--- src/common/lsop_consts.vh ---
// lsop_consts.vh: offsets, field positions, reset values and counts
// for the link status, over-range and preset register bank.
`ifndef LSOP_CONSTS_VH
`define LSOP_CONSTS_VH

`define LSOP_ADDR_W          12
`define LSOP_OFF_STATUS      12'h205
`define LSOP_OFF_THR_I       12'h206
`define LSOP_OFF_THR_Q       12'h207
`define LSOP_OFF_PERIOD      12'h208
`define LSOP_OFF_MODE        12'h20C
`define LSOP_OFF_SEL         12'h20D

`define LSOP_ST_LINK_UP      6
`define LSOP_ST_SYNC         5
`define LSOP_ST_REALIGNED    4
`define LSOP_ST_MULTIFRAME_PHASE_SET_FLAG      3
`define LSOP_ST_PLL_LOCK     2

`define LSOP_RST_THR_I       8'hF2
`define LSOP_RST_THR_Q       8'hAB
`define LSOP_RST_PERIOD      3'h0
`define LSOP_RST_SEL         3'h0

// magnitude scale: 256 is full scale, so compare the top 8 magnitude bits
`define LSOP_SAMPLE_W        15
`define LSOP_MAG_SHIFT       6
// base monitoring period in clocks, scaled by 2**exponent
`define LSOP_BASE_PERIOD     8
`define LSOP_PERIOD_CNT_W    11

`define LSOP_NUM_PRESETS     8
`define LSOP_FREQ_W          32
`define LSOP_PHASE_W         16
`define LSOP_DELAY_W         8

`endif

--- src/hdl/lsop_regs.v ---
// lsop_regs.v: link status, over-range detection and preset selection.
// assumes a simple synchronous register port on core_clk and pins
// (sync, preset index) arriving asynchronously.
//
// Functional notes
// - status bit 6 shows link in data encoding
// - status bit 5 follows selected sync pin, two core_clk cycles late
// - bit 4 sets on sysref realign, write-1 clears
// - bit 3 sets on first sysref, write-1 clears
// - status bit 2 shows serializer pll lock
// - i level exceed bit set at threshold
// - q level exceed bit set at threshold
// - threshold compared on 256 full scale
// - period doubles per exponent field increment
// - period change while enabled may shift phase
// - eight presets, only the active one applied
// - mode bit picks pins or register index
// - preset index register bits 2-0, rest zero
// - link enable low holds link block reset
`timescale 1ns/100ps
`include "lsop_consts.vh"

module lsop_regs (
  input  wire                          core_clk,
  input  wire                          rstn,
  input  wire                          reg_wr,
  input  wire                          reg_rd,
  input  wire [`LSOP_ADDR_W-1:0]       reg_addr,
  input  wire [7:0]                    reg_wdata,
  output reg  [7:0]                    reg_rdata,
  input  wire                          link_enable_bit,
  input  wire                          data_encoding_state,
  input  wire                          sync_diff_select,
  input  wire                          single_ended_sync_pin,
  input  wire                          differential_sync_pin,
  input  wire                          sysref_event,
  input  wire                          sysref_realign,
  input  wire                          serdes_pll_locked,
  input  wire                          sample_valid,
  input  wire [`LSOP_SAMPLE_W-1:0]     sample_i,
  input  wire [`LSOP_SAMPLE_W-1:0]     sample_q,
  input  wire [2:0]                    preset_index_pins,
  input  wire                          preset_wr,
  input  wire [2:0]                    preset_wr_index,
  input  wire [`LSOP_FREQ_W-1:0]       preset_wr_freq,
  input  wire [`LSOP_PHASE_W-1:0]      preset_wr_phase,
  input  wire [`LSOP_DELAY_W-1:0]      preset_wr_delay,
  output reg  [1:0]                    level_exceed_bits,
  output reg                           link_block_rstn,
  output reg  [2:0]                    active_preset,
  output reg  [`LSOP_FREQ_W-1:0]       preset_tuning_word,
  output reg  [`LSOP_PHASE_W-1:0]      preset_phase_word,
  output reg  [`LSOP_DELAY_W-1:0]      preset_delay_setting
);

  // registers
  reg [7:0]  i_level_threshold_r;
  reg [7:0]  q_level_threshold_r;
  reg [2:0]  monitor_period_exponent_r;
  reg        preset_mode_r;
  reg [2:0]  preset_index_field_r;
  reg        realigned_r;
  reg        multiframe_phase_set_flag_r;
  reg        first_sysref_seen_r;

  // synchronisers for pin inputs
  reg        sync_se_s1_r;
  reg        sync_se_s2_r;
  reg        sync_df_s1_r;
  reg        sync_df_s2_r;
  reg [2:0]  pins_s1_r;
  reg [2:0]  pins_s2_r;

  // over-range monitor
  reg [`LSOP_PERIOD_CNT_W-1:0] period_cnt_r;
  reg [1:0]                    exceed_acc_r;

  // preset storage
  reg [`LSOP_FREQ_W-1:0]  freq_mem  [0:`LSOP_NUM_PRESETS-1];
  reg [`LSOP_PHASE_W-1:0] phase_mem [0:`LSOP_NUM_PRESETS-1];
  reg [`LSOP_DELAY_W-1:0] delay_mem [0:`LSOP_NUM_PRESETS-1];

  wire wr_status = reg_wr && (reg_addr == `LSOP_OFF_STATUS);
  wire clr_realign = wr_status && reg_wdata[`LSOP_ST_REALIGNED];
  wire clr_multiframe_phase_set_flag = wr_status && reg_wdata[`LSOP_ST_MULTIFRAME_PHASE_SET_FLAG];

  always @(posedge core_clk or negedge rstn) begin
    if (!rstn) begin
      sync_se_s1_r <= 1'b1;
      sync_se_s2_r <= 1'b1;
      sync_df_s1_r <= 1'b1;
      sync_df_s2_r <= 1'b1;
      pins_s1_r    <= 3'h0;
      pins_s2_r    <= 3'h0;
    end else begin
      sync_se_s1_r <= single_ended_sync_pin;
      sync_se_s2_r <= sync_se_s1_r;
      sync_df_s1_r <= differential_sync_pin;
      sync_df_s2_r <= sync_df_s1_r;
      pins_s1_r    <= preset_index_pins;
      pins_s2_r    <= pins_s1_r;
    end
  end

  // register writes
  always @(posedge core_clk or negedge rstn) begin
    if (!rstn) begin
      i_level_threshold_r       <= `LSOP_RST_THR_I;
      q_level_threshold_r       <= `LSOP_RST_THR_Q;
      monitor_period_exponent_r <= `LSOP_RST_PERIOD;
      preset_mode_r             <= 1'b0;
      preset_index_field_r      <= `LSOP_RST_SEL;
    end else if (reg_wr) begin
      case (reg_addr)
        `LSOP_OFF_THR_I:  i_level_threshold_r <= reg_wdata;
        `LSOP_OFF_THR_Q:  q_level_threshold_r <= reg_wdata;
        `LSOP_OFF_PERIOD: monitor_period_exponent_r <= reg_wdata[2:0];
        `LSOP_OFF_MODE:   preset_mode_r <= reg_wdata[0];
        `LSOP_OFF_SEL:    preset_index_field_r <= reg_wdata[2:0];
        default: ;
      endcase
    end
  end

  // sticky alignment flags; a set in the clear cycle wins
  always @(posedge core_clk or negedge rstn) begin
    if (!rstn) begin
      realigned_r                 <= 1'b0;
      multiframe_phase_set_flag_r <= 1'b0;
      first_sysref_seen_r         <= 1'b0;
    end else begin
      if (link_enable_bit && sysref_realign)
        realigned_r <= 1'b1;
      else if (clr_realign)
        realigned_r <= 1'b0;
      if (!link_enable_bit)
        first_sysref_seen_r <= 1'b0;
      else if (sysref_event)
        first_sysref_seen_r <= 1'b1;
      if (link_enable_bit && sysref_event && !first_sysref_seen_r)
        multiframe_phase_set_flag_r <= 1'b1;
      else if (clr_multiframe_phase_set_flag)
        multiframe_phase_set_flag_r <= 1'b0;
    end
  end

  // register read mux, registered
  wire sync_sel = sync_diff_select ? sync_df_s2_r : sync_se_s2_r;
  reg [7:0] rdata_nxt;
  always @* begin
    rdata_nxt = 8'h00;
    case (reg_addr)
      `LSOP_OFF_STATUS: begin
        rdata_nxt[`LSOP_ST_LINK_UP]   = link_enable_bit & data_encoding_state;
        rdata_nxt[`LSOP_ST_SYNC]      = sync_sel;
        rdata_nxt[`LSOP_ST_REALIGNED] = realigned_r;
        rdata_nxt[`LSOP_ST_MULTIFRAME_PHASE_SET_FLAG]   = multiframe_phase_set_flag_r;
        rdata_nxt[`LSOP_ST_PLL_LOCK]  = link_enable_bit & serdes_pll_locked;
      end
      `LSOP_OFF_THR_I:  rdata_nxt = i_level_threshold_r;
      `LSOP_OFF_THR_Q:  rdata_nxt = q_level_threshold_r;
      `LSOP_OFF_PERIOD: rdata_nxt = {5'h00, monitor_period_exponent_r};
      `LSOP_OFF_MODE:   rdata_nxt = {7'h00, preset_mode_r};
      `LSOP_OFF_SEL:    rdata_nxt = {5'h00, preset_index_field_r};
      default:          rdata_nxt = 8'h00;
    endcase
  end

  always @(posedge core_clk or negedge rstn) begin
    if (!rstn)
      reg_rdata <= 8'h00;
    else if (reg_rd)
      reg_rdata <= rdata_nxt;
  end

  // magnitude, top 8 bits on a 256 = full-scale scale
  function [7:0] mag8;
    input [`LSOP_SAMPLE_W-1:0] s;
    reg   [`LSOP_SAMPLE_W-1:0] a;
    begin
      a = s[`LSOP_SAMPLE_W-1] ? (~s + 1'b1) : s;
      if (a[`LSOP_SAMPLE_W-1])
        mag8 = 8'hFF;
      else
        mag8 = a[`LSOP_SAMPLE_W-2:`LSOP_MAG_SHIFT];
    end
  endfunction

  wire hit_i = sample_valid && (mag8(sample_i) >= i_level_threshold_r);
  wire hit_q = sample_valid && (mag8(sample_q) >= q_level_threshold_r);

  // period length = base * 2**exponent; a mid-period change only moves the end
  wire [`LSOP_PERIOD_CNT_W-1:0] base_len  = `LSOP_BASE_PERIOD;
  wire [`LSOP_PERIOD_CNT_W-1:0] period_len = base_len << monitor_period_exponent_r;
  wire period_end = (period_cnt_r >= period_len - 1'b1);

  always @(posedge core_clk or negedge rstn) begin
    if (!rstn) begin
      period_cnt_r      <= {`LSOP_PERIOD_CNT_W{1'b0}};
      exceed_acc_r      <= 2'b00;
      level_exceed_bits <= 2'b00;
    end else if (!link_enable_bit) begin
      period_cnt_r      <= {`LSOP_PERIOD_CNT_W{1'b0}};
      exceed_acc_r      <= 2'b00;
      level_exceed_bits <= 2'b00;
    end else if (period_end) begin
      period_cnt_r      <= {`LSOP_PERIOD_CNT_W{1'b0}};
      level_exceed_bits <= exceed_acc_r | {hit_q, hit_i};
      exceed_acc_r      <= 2'b00;
    end else begin
      period_cnt_r <= period_cnt_r + 1'b1;
      exceed_acc_r <= exceed_acc_r | {hit_q, hit_i};
    end
  end

  // preset storage and active selection
  wire [2:0] sel_nxt = preset_mode_r ? preset_index_field_r : pins_s2_r;

  always @(posedge core_clk) begin
    if (preset_wr) begin
      freq_mem[preset_wr_index]  <= preset_wr_freq;
      phase_mem[preset_wr_index] <= preset_wr_phase;
      delay_mem[preset_wr_index] <= preset_wr_delay;
    end
  end

  always @(posedge core_clk or negedge rstn) begin
    if (!rstn) begin
      active_preset        <= 3'h0;
      preset_tuning_word   <= {`LSOP_FREQ_W{1'b0}};
      preset_phase_word    <= {`LSOP_PHASE_W{1'b0}};
      preset_delay_setting <= {`LSOP_DELAY_W{1'b0}};
      link_block_rstn      <= 1'b0;
    end else begin
      active_preset        <= sel_nxt;
      preset_tuning_word   <= freq_mem[sel_nxt];
      preset_phase_word    <= phase_mem[sel_nxt];
      preset_delay_setting <= delay_mem[sel_nxt];
      link_block_rstn      <= link_enable_bit;
    end
  end

endmodule // lsop_regs
--- config.mk ---
export PLATFORM = sky130hd
export DESIGN_NAME = lsop_regs
export DESIGN_NICKNAME = d
export VERILOG_FILES = /design/src/hdl/lsop_regs.v
export VERILOG_INCLUDE_DIRS = /design/src /design/src/common
export SDC_FILE = /design/constraint.sdc
export NUM_CORES = 1
export LEC_CHECK = 0
export ABC_AREA = 0
export ABC_CLOCK_PERIOD_IN_PS = 4730
export BUFFER_PORTS_ARGS = -buffer_cell sky130_fd_sc_hd__buf_4
export CORE_ASPECT_RATIO = 0.7
export CORE_MARGIN = 4
export CORE_UTILIZATION = 45
export CTS_BUF_LIST = sky130_fd_sc_hd__clkbuf_2 sky130_fd_sc_hd__clkbuf_4 sky130_fd_sc_hd__clkbuf_8
export DETAILED_ROUTE_END_ITERATION = 8
export GPL_TIMING_DRIVEN = 0
export PLACE_DENSITY = 0.71
export RECOVER_POWER = 50
export SYNTH_ARGS = -nofsm -noshare
export SYNTH_HDL_FRONTEND = slang
export SYNTH_SLANG_ARGS = --single-unit
--- constraint.sdc ---
create_clock -name core_clk -period 4.73 [get_ports core_clk]
set_clock_uncertainty 0.1 [all_clocks]
set_input_delay 0 -clock core_clk [delete_from_list [all_inputs] [get_ports core_clk]]
set_output_delay 0 -clock core_clk [all_outputs]
set_load 0.01 [all_outputs]
# Word-level counts from Yosys, hierarchy flattened
# Memories as Yosys holds them, arrays and structs flattened. A register that Yosys moved wholly into a read port is not among the register bits.
# Cells that the tools add are included.
dict set report totals {
  ff_bits 63
  ramBits 448
  in_bits 126
  out_inout_bits 70
  elab_cells 86
  mem_count 3
}
# name depth width rd rd_ports_with_merged_regs write_ports line_no
set memory_table {}
lappend memory_table {freq_mem 8 32 1 1 1 lsop_regs.v:79} ;# reg [`LSOP_FREQ_W-1:0] freq_mem [0:`LSOP_NUM_PRESETS-1];
lappend memory_table {phase_mem 8 16 1 1 1 lsop_regs.v:80} ;# reg [`LSOP_PHASE_W-1:0] phase_mem [0:`LSOP_NUM_PRESETS-1];
lappend memory_table {delay_mem 8 8 1 1 1 lsop_regs.v:81} ;# reg [`LSOP_DELAY_W-1:0] delay_mem [0:`LSOP_NUM_PRESETS-1];
dict set report op_classes {
  add_sub_neg 4
  order_cmp 3
  eq_ne 8
  shift 1
  muxes 23
  n_bitwise 5
  n_reduce_logical 19
}
# operator n
set ops {}
lappend ops {{12-bit by 10-bit equality test with 1-bit output (second input constant)} 6}
lappend ops {{15-bit by 1-bit adder with 15-bit output (second input constant)} 2}
lappend ops {{15-bit 2-to-1 mux} 2}
lappend ops {{15-bit inverter} 2}
lappend ops {{5-bit case mux with 5 select lines} 1}
lappend ops {{11-bit 2-to-1 mux} 2}
lappend ops {{8-bit greater-or-equal comparator} 2}
lappend ops {{8-bit 2-to-1 mux} 2}
lappend ops {{11-bit by 1-bit adder with 11-bit output (second input constant)} 1}
lappend ops {{11-bit greater-or-equal comparator} 1}
lappend ops {{4-bit by 3-bit << shifter with 11-bit output (first input constant)} 1}
lappend ops {{11-bit by 1-bit subtractor with 11-bit output (second input constant)} 1}
lappend ops {{2-bit case mux with 5 select lines} 1}
lappend ops {{2-bit AND reduction} 5}
lappend ops {{1-bit 2-to-1 mux} 9}
lappend ops {{1-bit logical AND} 8}
lappend ops {{2-bit 2-to-1 mux} 4}
lappend ops {{1-bit logical NOT} 4}
lappend ops {{2-bit by 1-bit != test with 1-bit output (second input constant)} 2}
lappend ops {{2-bit nonzero test} 2}
lappend ops {{3-bit 2-to-1 mux} 1}
lappend ops {{1-bit bitwise AND} 2}
lappend ops {{2-bit OR} 1}
lappend ops {{1-bit case mux with 2 select lines} 1}

# Longest topological paths before layout
# Gate-level depths: netlist of run 1.
dict set report logic_depth {
  depth_word 9
  ltp_mapped 11
  mapped_depth_nobuf 11
}

# Least setup slack after synthesis of run 1
# No wires, ideal clock.
dict set report synth_timing {
  path_type {input -> register}
  from {input port preset_wr_index[1]}
  to {memory delay_mem[0][0] (netlist name) (enable)}
  arrival_ns 3.993
  t_required_ns 4.091
  setup_slack_ns 0.097
  stages 2
  path_buffers 0
  cell_sequence {nand2b_1 -> nor3_1}
}
# item line_no
set synth_lines {}
lappend synth_lines {{from (decl)} lsop_regs.v:44} ;# input wire [2:0] preset_wr_index,
lappend synth_lines {{to (decl)} lsop_regs.v:81}
# No word-level cell before the write port.

# Final worst setup path of run 1
dict set report layout_timing {
  from {input port reg_addr[11]}
  to {register reg_rdata[6]}
}
dict set report layout_between {
  elab_chain_len 2
  word_cells_on_any_way 6
  classes_between {5 x eq/ne; 1 x mux}
}
# item line_no
set layout_lines {}
lappend layout_lines {{from (decl)} lsop_regs.v:28} ;# input wire [`LSOP_ADDR_W-1:0] reg_addr,
lappend layout_lines {{12-bit by 10-bit equality test with 1-bit output} lsop_regs.v:152} ;# case (reg_addr)
lappend layout_lines {{5-bit case mux with 5 select lines *} lsop_regs.v:152}
lappend layout_lines {{to (signal assigned)} lsop_regs.v:173} ;# reg_rdata <= rdata_nxt;
lappend layout_lines {{to (decl)} lsop_regs.v:30} ;# output reg [7:0] reg_rdata,
# Mark *: on every way between the ends. The rest lies on a longest branch, timed or not.
# A chain may end at the register's enable or synchronous reset.

==> results.md, run 1 <==
* Seq cells post-synth at 567
* Sequential fraction of the synthesis area at 72.6%
* Clock tree buffer depth at 3
* CTS sink cnt at 567
* Number of antenna violations at the first check in global routing at 4
* MaxCap Viol Count at 3
* Switching pwr at 2.58 mW
* Hold WC Path Type: in -> reg
* Syn Nets at 1961
* Switch share at 23.7%
* Chip height at 196 µm
* Outcome: finished, violations left
* Vias/cell at 5.43
* Vias in the first global route at 16300
* Worst Tran Pin Value at 2.39 ns
* Layout area overhead at 26.1%
* Post-synthesis compound-gate area fraction at 3.71%
* Critical-path cell list: dlygate4sd3_1 -> buf_4 -> or4b_4 -> dlygate4sd3_1 -> nor2_4 -> buf_6 -> and3_1 -> a222oi_1 -> dlygate4sd3_1 -> o22ai_1 -> dlygate4sd3_1
* Grt ovf at 0
* Relative slew slack at -59.3%
* Clock power share at 39.6%
* Initial Utilization at 45.8%
* Synth unique cells at 75
* Root Driver: clkbuf_8
* Clk_lat worst skew at 0.66 ns
* Vias at 16400
* Max VDD drop at 0.243 mV
* CP max stage cell: dlygate4sd3_1
* Post-synthesis mux area share at 1.68%
* Die area at 54100 µm²
* R2R setup slack at 1.68 ns
* Layout net count at 2425
* Most used cell, CP: dlygate4sd3_1
* Post-Synth XOR/XNOR Area at 0.464%
* Slew Viols, Final at 140
* Routed Antenna Nets at 0
* Row count at 68
* Sequential share of power at 51.9%
* Final setup margin at 1.51 ns
* CORE AREA at 49500 µm²
* Yosys warning count at 0
* Power per cell area at 380 nW/µm²
* Top_reg_cell synth: edfxtp_1
* CTS Buf Count at 86
* Worst setup startpoint: reg_addr[11]
* EDFF count, synth at 448
* DP Worst Slack at 1.73 ns
* Gate power share at 8.4%
* Cells after synthesis at 1810
* Period minus WS final at 3.22 ns
* Syn Std Cell Area at 22700 µm²
* CP Launch Type: primary input
* WL per Instance at 20.4 µm
* Worst EP arrival at 3.72 ns
* # IOs at 196
* Maximum clock frequency at 0.311 GHz
* Setup CP Type: in -> reg
* Crit end category: register
* Count of final hold-check violations at 0
* Total routed wirelength at 61500 µm
* Worst-path clk slew at 0.07 ns
* Placed cells at 2693
* Async set-reset flop share out of synthesis at 21.0%
* Final setup violation count at 0
* Share of layout cells above drive strength 1 at 16.4%
* Bufs and invs on worst path at 6
* Internal power at 8.29 mW
* WP data required at 5.23 ns
* Post-cts sizing count at 0
* Largest family of logic cells by synthesized area: simple AND/OR/NAND/NOR gates
* Detailed Place HPWL at 38800 µm
* Crit-path leading delay family: buffers and inverters
* DRT Pass-1 Iters at 6
* TritonCTS clock tree: built
* Pleak at 11.0 nW
* Gr usage total at 22.3%
* Hold Crit Start: reg_wdata[7]
* Pin count of the biggest net entering global routing at 80
* Die Wd at 276 µm
* Critical path peak fanout at 10
* Synth Area per Inst at 12.5 µm²
* First-pass GRT wire length at 94000 µm
* H-tree depth reported by CTS at 3
* RSZ-0062 raised after global routing: no
* Hold WS at 0.0395 ns
* Failing checks: max-capacitance violations, max-slew violations
* Drt initial violations at 1728
* Post-synthesis adder-cell area fraction at 1.38%
* GP Congestion at 0.874
* Final worst path period share at 68.0%
* FF-to-FF Start: preset_mode_r$_DFFE_PN0P_
* IO buf count at 193
* Simple-gate area share of the yosys netlist at 17.8%
* Final non-filler cell total at 3015
* Slowest stage delay, CP at 0.64 ns
* Detailed-route DRC error count at 0
[cell usage in the layout (no fill, tap or decap), types with 11 or more instances in the layout]
cell type / n
buf_1: 14
buf_2: 30
buf_4: 98
buf_6: 11
clkbuf_1: 121
clkbuf_4: 49
clkbuf_8: 96
clkinv_1: 11
clkinv_2: 18
dfrtp_1: 105
dfstp_2: 14
dlygate4sd3_1: 157
edfxtp_1: 448
ha_1: 25
inv_1: 27
nand2_1: 528
nand3_1: 290
nor2_1: 37
o21ai_0: 26
o21ai_1: 44
[final cells by class]
cell class              instances  area [µm²]
fillers                      3945       21000
flip-flops and latches        567       16400
multi-input cells            1118        5720
repair buffers                376        3180
clock buffers                 120        1500
well taps                     665         832
plain buffers                  96         420
clock inverters                41         348
inverters                      29         109
diodes                          3        7.51
[worst min-delay path: cells and delay by family]
| family | cells | cell delay [ns] |
|---|---|---|
| mux | 1 | 0.13 |
| buf+inv | 2 | 0.64 |
[power groups by stage]
stage	logic (mW)	clock network, mW	registers [mW]
finish	0.917	4.31	5.64
CTS	0.951	4.35	5.64
detailed placement	0.842	0	5.74
floorplan	0.356	0	5.77
global route	1.00	4.59	5.65
global placement	0.791	0	5.75
[metrics by stage]
step / util [%] / total power, mW / setup TNS [ns] / cell area [µm²]
after floorplan: - / 6.12 / 0 / 22700
after global placement: 50.4 / 6.54 / -492.07 / 24900
after detailed placement: 51.4 / 6.58 / 0 / 25400
after CTS: 58.3 / 10.9 / 0 / 28900
after global routing: 57.7 / 11.2 / 0 / 28600
final: 57.7 / 10.9 / 0 / 28600
[synthesized netlist by cell type, types with 25 or more instances]
| library cell | number | share of area [%] |
|---|---|---|
| ha_1 | 25 | 1.4 |
| nor2_1 | 41 | 0.68 |
| nand2_1 | 528 | 8.7 |
| o21ai_1 | 44 | 0.97 |
| inv_1 | 27 | 0.45 |
| dfrtp_1 | 105 | 12 |
| o21ai_0 | 26 | 0.57 |
| clkbuf_1 | 49 | 0.81 |
| nand3_1 | 290 | 6.4 |
| edfxtp_1 | 448 | 59 |
| buf_2 | 30 | 0.66 |
[final timing paths]
check / to / cells after the start
setup reg to reg: preset_delay_setting[6]$_DFF_PN0_ / 9
hold reg to reg: pins_s2_r[0]$_DFF_PN0_ / 0
hold / removal: i_level_threshold_r[7]$_DFFE_PN1P_ / 3
min in group asynchronous: first_sysref_seen_r$_DFFE_PN0P_ / 4
max in group asynchronous: preset_tuning_word[0]$_DFF_PN0_ / 4
setup / recovery: reg_rdata[6]$_DFFE_PN0P_ / 11
[state kept, by name (all words and copies together) (netlist names), 2 cells and up]
register	cells
freq_mem	256
phase_mem	128
delay_mem	64
preset_tuning_word	32
preset_phase_word	16
period_cnt_r	11
i_level_threshold_r	8
preset_delay_setting	8
q_level_threshold_r	8
reg_rdata	8
active_preset	3
monitor_period_exponent_r	3
pins_s1_r	3
pins_s2_r	3
preset_index_field_r	3
exceed_acc_r	2
level_exceed_bits	2
[logic make-up after synthesis]
| group | after synthesis |
|---|---|
| AOI/OAI and AO/OA | 135 |
| xor gates and xnor gates | 12 |
| adders and majority gates | 25 |
| buffers and inverters | 125 |
| DFF | 567 |
| muxes | 31 |
| other | 1 |
| and+or+nand+nor | 914 |
[routing by layer]
| metal | GRT usage, % | wire length, µm |
|---|---|---|
| met1 | 31.5 | 26000 |
| met2 | 34.9 | 28500 |
| met3 | 4.75 | 5580 |
| met4 | 7.05 | 1440 |
| met5 | 0 | 13 |
[repair_timing]
item                                   4_1_cts  5_1_grt
buffers inserted                             0        0
endpoints found under the hold margin      778        0
hold buffers                               158        0
No activity file was read; power rests on OpenSTA's default activity.
==> run 2, diff against run 1 <==
- ABC_CLOCK_PERIOD_IN_PS: 4730 -> 2800
- PLACE_DENSITY: 0.71 -> 0.73
- clock period: 4.73 -> 2.8 ns (I/O delays scaled with it)
==> run 2 against run 1 <==
The run still ends with max-capacitance violations, max-slew violations left. Utilization rose by 0.22 points. Register-to-register slack worse by 1.6 ns. Die area is the same. Critical path type unchanged. Largest power group unchanged. Highest routed layer unchanged.
==> results.md, run 2 (synthesis gave the netlist of run 1 again) <==
* Outcome: finished, violations left
* Failing checks: max-capacitance violations, max-slew violations
* R2R cell count at 9
* Multi-input gate area at 5760 µm²
* Hold Crit Depth at 3
* Final setup violation count at 0
* GP Congestion at 0.912
* Detailed-route DRC error count at 0
* Row count at 68
* TritonCTS clock tree: built
* Worst-path clk slew at 0.07 ns
* Sequential share of power at 52.6%
* Bufs and invs on worst path at 4
* Chip height at 196 µm
* Critical path depth in cells at 8
* CP max stage cell: dlygate4sd3_1
* CP Launch Type: primary input
* Clock power share at 38.8%
* R2R setup slack at 0.12 ns
* Drt initial violations at 1822
* Switching pwr at 4.20 mW
* Layout net count at 2428
* Worst Tran Pin Value at 1.90 ns
* Total routed wirelength at 59700 µm
* Vias/cell at 5.39
* Hold WS at 0.0587 ns
* Number of antenna violations at the first check in global routing at 6
* Grt ovf at 0
* Crit-path leading delay family: buffers and inverters
* Final worst path period share at 99.1%
* Setup TNS at 0 ns
* DRT Pass-1 Iters at 6
* Vias at 16300
* Hold WC Path Type: in -> reg
* H-tree depth reported by CTS at 3
* Largest register FFs at 256
* Critical path peak fanout at 5
* WP data required at 3.27 ns
* Die area at 54100 µm²
* Post-layout total power at 18.1 mW
* Crit end category: register
* # IOs at 196
* Detailed Place HPWL at 38600 µm
* CTS sink cnt at 567
* Die Wd at 276 µm
* Routed Antenna Nets at 0
* Commonest non-fill, non-tap cell in the layout: nand2_1
* Gr usage total at 21.8%
* CTS Buf Count at 85
* CORE AREA at 49500 µm²
* Max VDD drop at 0.397 mV
* DP Worst Slack at -0.167 ns
* Biggest register: freq_mem
* Fillers at 3911
* Share of layout cells above drive strength 1 at 16.9%
* IO buf count at 193
* Top Registers: freq_mem: 256 flops, phase_mem: 128 flops, delay_mem: 64 flops
* Clk_lat worst skew at 0.66 ns
* Gate power share at 8.6%
* Critical-path cell list: dlygate4sd3_1 -> buf_4 -> or4_4 -> nor4_4 -> dlygate4sd3_1 -> a32oi_1 -> dlygate4sd3_1 -> o22ai_1
* Pin count of the biggest net entering global routing at 83
* Maximum clock frequency at 0.360 GHz
* MaxCap Viol Count at 2
* Worst EP arrival at 3.25 ns
* Final core utilization at 57.9%
* Count of final hold-check violations at 0
* Slew Viols, Final at 95
* Clock tree buffer depth at 3
* Relative slew slack at -26.7%
* Setup CP Type: in -> reg
* Period minus WS final at 2.77 ns
* Root Driver: clkbuf_8
* WL per Instance at 19.8 µm
* Initial Utilization at 45.8%
* Layout area overhead at 26.5%
* Internal power at 13.9 mW
* Vias in the first global route at 16500
* Most frequent cells in the layout: nand2_1 (528), edfxtp_1 (448), nand3_1 (289)
* Slowest stage delay, CP at 0.75 ns
* Storage cell area at 16400 µm²
* Most used cell, CP: dlygate4sd3_1
* Pleak at 11.1 nW
* Switch share at 23.2%
* First-pass GRT wire length at 92300 µm
* Power per cell area at 632 nW/µm²
* Final setup margin at 0.0254 ns
run 2: changes by cell type in the layout (fill, tap and decap cells not counted), moves of 3 or more:
cell,previous run,this run
dlygate4sd3_1,157,163
clkbuf_4,49,63
bufinv_16,5,2
clkbuf_2,1,10
clkinv_1,11,7
buf_16,4,9
buf_1,14,10
buf_6,11,3
clkinv_2,18,11
buf_4,98,95
run 2: worst reg2reg max path, delay by kind of cell, from the launching register on:
kind                   cells  cell delay (ns)
buffers and inverters      4             1.24
DFF                        1             0.36
and+or+nand+nor            3             0.31
AOI/OAI and AO/OA          1             0.29
muxes                      1             0.23
run 2: worst paths after layout:
kind,startpoint,endpoint
min,reg_wdata[3],q_level_threshold_r[3]$_DFFE_PN1P_
max reg2reg,preset_mode_r$_DFFE_PN0P_,preset_tuning_word[24]$_DFF_PN0_
max in group asynchronous,rstn,reg_rdata[7]$_DFFE_PN0P_
max,reg_addr[5],reg_rdata[3]$_DFFE_PN0P_
min reg2reg,pins_s1_r[1]$_DFF_PN0_,pins_s2_r[1]$_DFF_PN0_
min in group asynchronous,rstn,preset_phase_word[6]$_DFF_PN0_
run 2: power by group through the flow:
stage          combinational, mW  sequential (mW)  clock [mW]
6_report                    1.55             9.53        7.04
5_1_grt                     1.70             9.55        7.54
4_1_cts                     1.61             9.53        7.14
3_5_place_dp                1.42             9.70           0
3_3_place_gp                1.34             9.70           0
2_1_floorplan              0.603             9.74           0
run 2: per-layer routing:
metal	part of all wire, %	global-route usage, %
met3	10	5.40
met2	45	33.1
met1	42	31.0
met4	2.9	7.73
met5	0.065	0
run 2: area by class of cell:
type                       count  share of cell area [%]
sequential                   567                    57.4
multi-input combinational   1118                    20.1
timing repair buffer         382                    11.4
clock buffer                 135                    5.67
tap                          665                    2.90
buffer                        94                    1.48
clock inverter                24                   0.602
inverter                      29                   0.380
antenna                        4                  0.0349
run 2: repair_timing:
action	4_1_cts	5_1_grt
gates resized for setup	5	14
setup buffers	0	5
hold endpoints to repair	772	0
hold buffers	164	0
endpoints found under the setup margin	24	16
run 2: metrics by stage:
stage                     cells  area (µm²)
after CTS                  3011       28900
after global placement     2668       25000
after floorplan            1810       22700
final                      3018       28700
after detailed placement   2688       25500
after global routing       3016       28700
==> run 3, diff against run 2 <==
--- a/config.mk
+++ b/config.mk
@@ -17,4 +17,5 @@
 export GPL_TIMING_DRIVEN = 0
-export PLACE_DENSITY = 0.73
+export PLACE_DENSITY = 0.65
 export RECOVER_POWER = 50
+export SLEW_MARGIN = 40
 export SYNTH_ARGS = -nofsm -noshare
--- a/constraint.sdc
+++ b/constraint.sdc
@@ -4,2 +4,2 @@
 set_output_delay 0 -clock core_clk [all_outputs]
-set_load 0.01 [all_outputs]
+set_load 0.005 [all_outputs]
==> run 3 against run 2 <==
The flow still finishes with violations (max-capacitance violations, max-slew violations). Non-clock buffer count is 16 higher. Sequential power hardly changed. Die area stayed put. Wire length is 0.55% higher. Fmax is 0.80% higher. Count of clock-buffer cells in the layout is 5 lower. Total power is 0.50% higher. Worst hold slack better by 0.031 ns. First-iteration DRC count is 0.38% higher. Critical path depth stayed put. Clock power is 1% higher. Global-route usage is 0.19 points higher.
==> results.md, run 3 (synthesis gave the netlist of run 1 again) <==
* Outcome: finished, violations left
* Failing checks: max-capacitance violations, max-slew violations
* RSZ-0062 raised after global routing: yes
* Total routed wirelength at 60000 µm
* Slowest stage delay, CP at 0.70 ns
* Placed cells at 2702
* Clock power share at 39.1%
* Layout net count at 2445
* Crit-path leading delay family: buffers and inverters
* Critical path peak fanout at 4
* Vias/cell at 5.34
* CTS Buf Count at 86
* Clock tree buffer depth at 3
* Detailed Place HPWL at 38800 µm
* Grt ovf at 0
* Chip height at 196 µm
* Vias in the first global route at 15900
* Worst Tran Pin Value at 1.79 ns
* Routed Antenna Nets at 0
* DRT Pass-1 Iters at 5
* Final worst path period share at 98.3%
* MaxCap Viol Count at 4
* Bufs and invs on worst path at 4
* Layout area overhead at 28.0%
* Most used cell, CP: dlygate4sd3_1
* Row count at 68
* Slew Viols, Final at 97
* Share of layout cells above drive strength 1 at 18.7%
* Post-CTS Setup Bufs at 0
* Most frequent cells in the layout: nand2_1 (528), edfxtp_1 (448), nand3_1 (290)
* CORE AREA at 49500 µm²
* Internal power at 14.0 mW
* IO buf count at 193
* Pleak at 11.3 nW
* H-tree depth reported by CTS at 3
* CP max stage cell: dlygate4sd3_1
* First-pass GRT wire length at 92300 µm
* Multi-input gate area at 5730 µm²
* Gate power share at 8.6%
* Final non-filler cell total at 3033
* Switch share at 23.0%
* Setup CP Type: in -> reg
* Initial Utilization at 45.8%
* Critical-path cell list: dlygate4sd3_1 -> buf_4 -> or4_4 -> nor4_4 -> dlygate4sd3_1 -> nand3_2 -> mux2_1 -> dlygate4sd3_1
* Biggest register: freq_mem
* Period minus WS final at 2.75 ns
* Clk_lat worst skew at 0.67 ns
* # IOs at 196
* Hold WC Path Type: in -> reg
* Crit end category: register
* Power per cell area at 628 nW/µm²
* Largest register FFs at 256
* Count of final hold-check violations at 0
* CTS sink cnt at 567
* Final setup violation count at 0
* Hold WS at 0.0896 ns
* CP Launch Type: primary input
* Vias at 16200
* Die area at 54100 µm²
* Relative slew slack at -19.0%
* Fillers at 4003
* Drt initial violations at 1829
* Number of antenna violations at the first check in global routing at 6
* Die Wd at 276 µm
* Max VDD drop at 0.323 mV
* Top Registers: freq_mem: 256 flops, phase_mem: 128 flops, delay_mem: 64 flops
* Root Driver: clkbuf_8
* TritonCTS clock tree: built
* GP Congestion at 0.851
* Pin count of the biggest net entering global routing at 71
* WP data required at 3.23 ns
* Gr usage total at 22.0%
* Sequential share of power at 52.3%
* Switching pwr at 4.19 mW
* Worst-path clk slew at 0.06 ns
* WL per Instance at 19.8 µm
* Commonest non-fill, non-tap cell in the layout: nand2_1
* Storage cell area at 16400 µm²
* Detailed-route DRC error count at 0
* Maximum clock frequency at 0.363 GHz
* Worst EP arrival at 3.19 ns
-- run 3: cell types whose count changed in the layout (fill, tap and decap cells not counted), moves of 9 or more --
cell      before  now
buf_8          1   10
clkbuf_1     119   71
buf_6          3   12
clkbuf_4      63   72
buf_4         95  128
buf_12         9    0
-- run 3: worst min-delay path, cell delays in order --
cell           delay (ns)
dlygate4sd3_1        0.54
buf_4                0.14
nand2_1              0.05
o21ai_0              0.06
-- run 3: repair_timing --
action,in CTS,in global routing
hold endpoints to repair,830,0
resized for setup,4,14
hold buffers,171,0
pin swaps,0,1
endpoints found under the setup margin,15,17
-- run 3: layout make-up --
type | instances | area share, %
well taps | 665 | 2.87
repair buffers | 397 | 12.5
multi-input cells | 1118 | 19.8
flip-flops and latches | 567 | 56.7
diodes | 3 | 0.0259
clock buffers | 130 | 5.50
inverters | 29 | 0.375
plain buffers | 95 | 1.48
clock inverters | 29 | 0.755
-- run 3: power groups by stage --
stage	Combinational (mW)	Sequential, mW	Clock (mW)
after global placement	1.32	9.70	0
after detailed placement	1.41	9.70	0
after global routing	1.73	9.55	7.64
after CTS	1.60	9.53	7.24
final	1.57	9.53	7.11
after floorplan	0.603	9.70	0
-- run 3: path summary, 6_finish.rpt --
| path | startpoint | endpoint | slack (ns) | depth (start not counted) |
|---|---|---|---|---|
| worst max-delay path | reg_addr[7] | preset_index_field_r[1]$_DFFE_PN0P_ | 0.05 | 8 |
| worst min-delay path | reg_wdata[2] | monitor_period_exponent_r[2]$_DFFE_PN0P_ | 0.09 | 4 |
| worst max register to register | preset_mode_r$_DFFE_PN0P_ | preset_tuning_word[19]$_DFF_PN0_ | 0.16 | 7 |
| worst min register to register | sync_se_s1_r$_DFF_PN1_ | sync_se_s2_r$_DFF_PN1_ | 0.26 | 0 |
| max in group asynchronous | rstn | preset_tuning_word[17]$_DFF_PN0_ | 0.40 | 4 |
| min in group asynchronous | rstn | preset_phase_word[3]$_DFF_PN0_ | 0.96 | 4 |
-- run 3: metal layers --
metal	global-route usage, %	up-vias	share of wire (%)	wire [µm]
li1	-	7460	-	-
met1	32.4	7903	44	26700
met2	32.6	704	45	26900
met3	4.87	135	7.8	4690
met4	7.58	6	2.9	1760
met5	0	-	0.058	35
-- run 3: metrics by stage --
| stage | setup TNS (ns) | utilization, % | instance area (µm²) | worst slack (ns) | power (mW) |
|---|---|---|---|---|---|
| final | 0 | 58.6 | 29000 | 0.0474 | 18.2 |
| after global routing | -0.0422 | 58.5 | 29000 | -0.0422 | 18.9 |
| after CTS | 0 | 59.0 | 29200 | 0.0192 | 18.4 |
| after detailed placement | -0.812 | 51.8 | 25600 | -0.186 | 11.1 |
| after global placement | -599.66 | 50.4 | 25000 | -2.63 | 11.0 |
| after floorplan | -44.36 | - | 22700 | -0.329 | 10.3 |
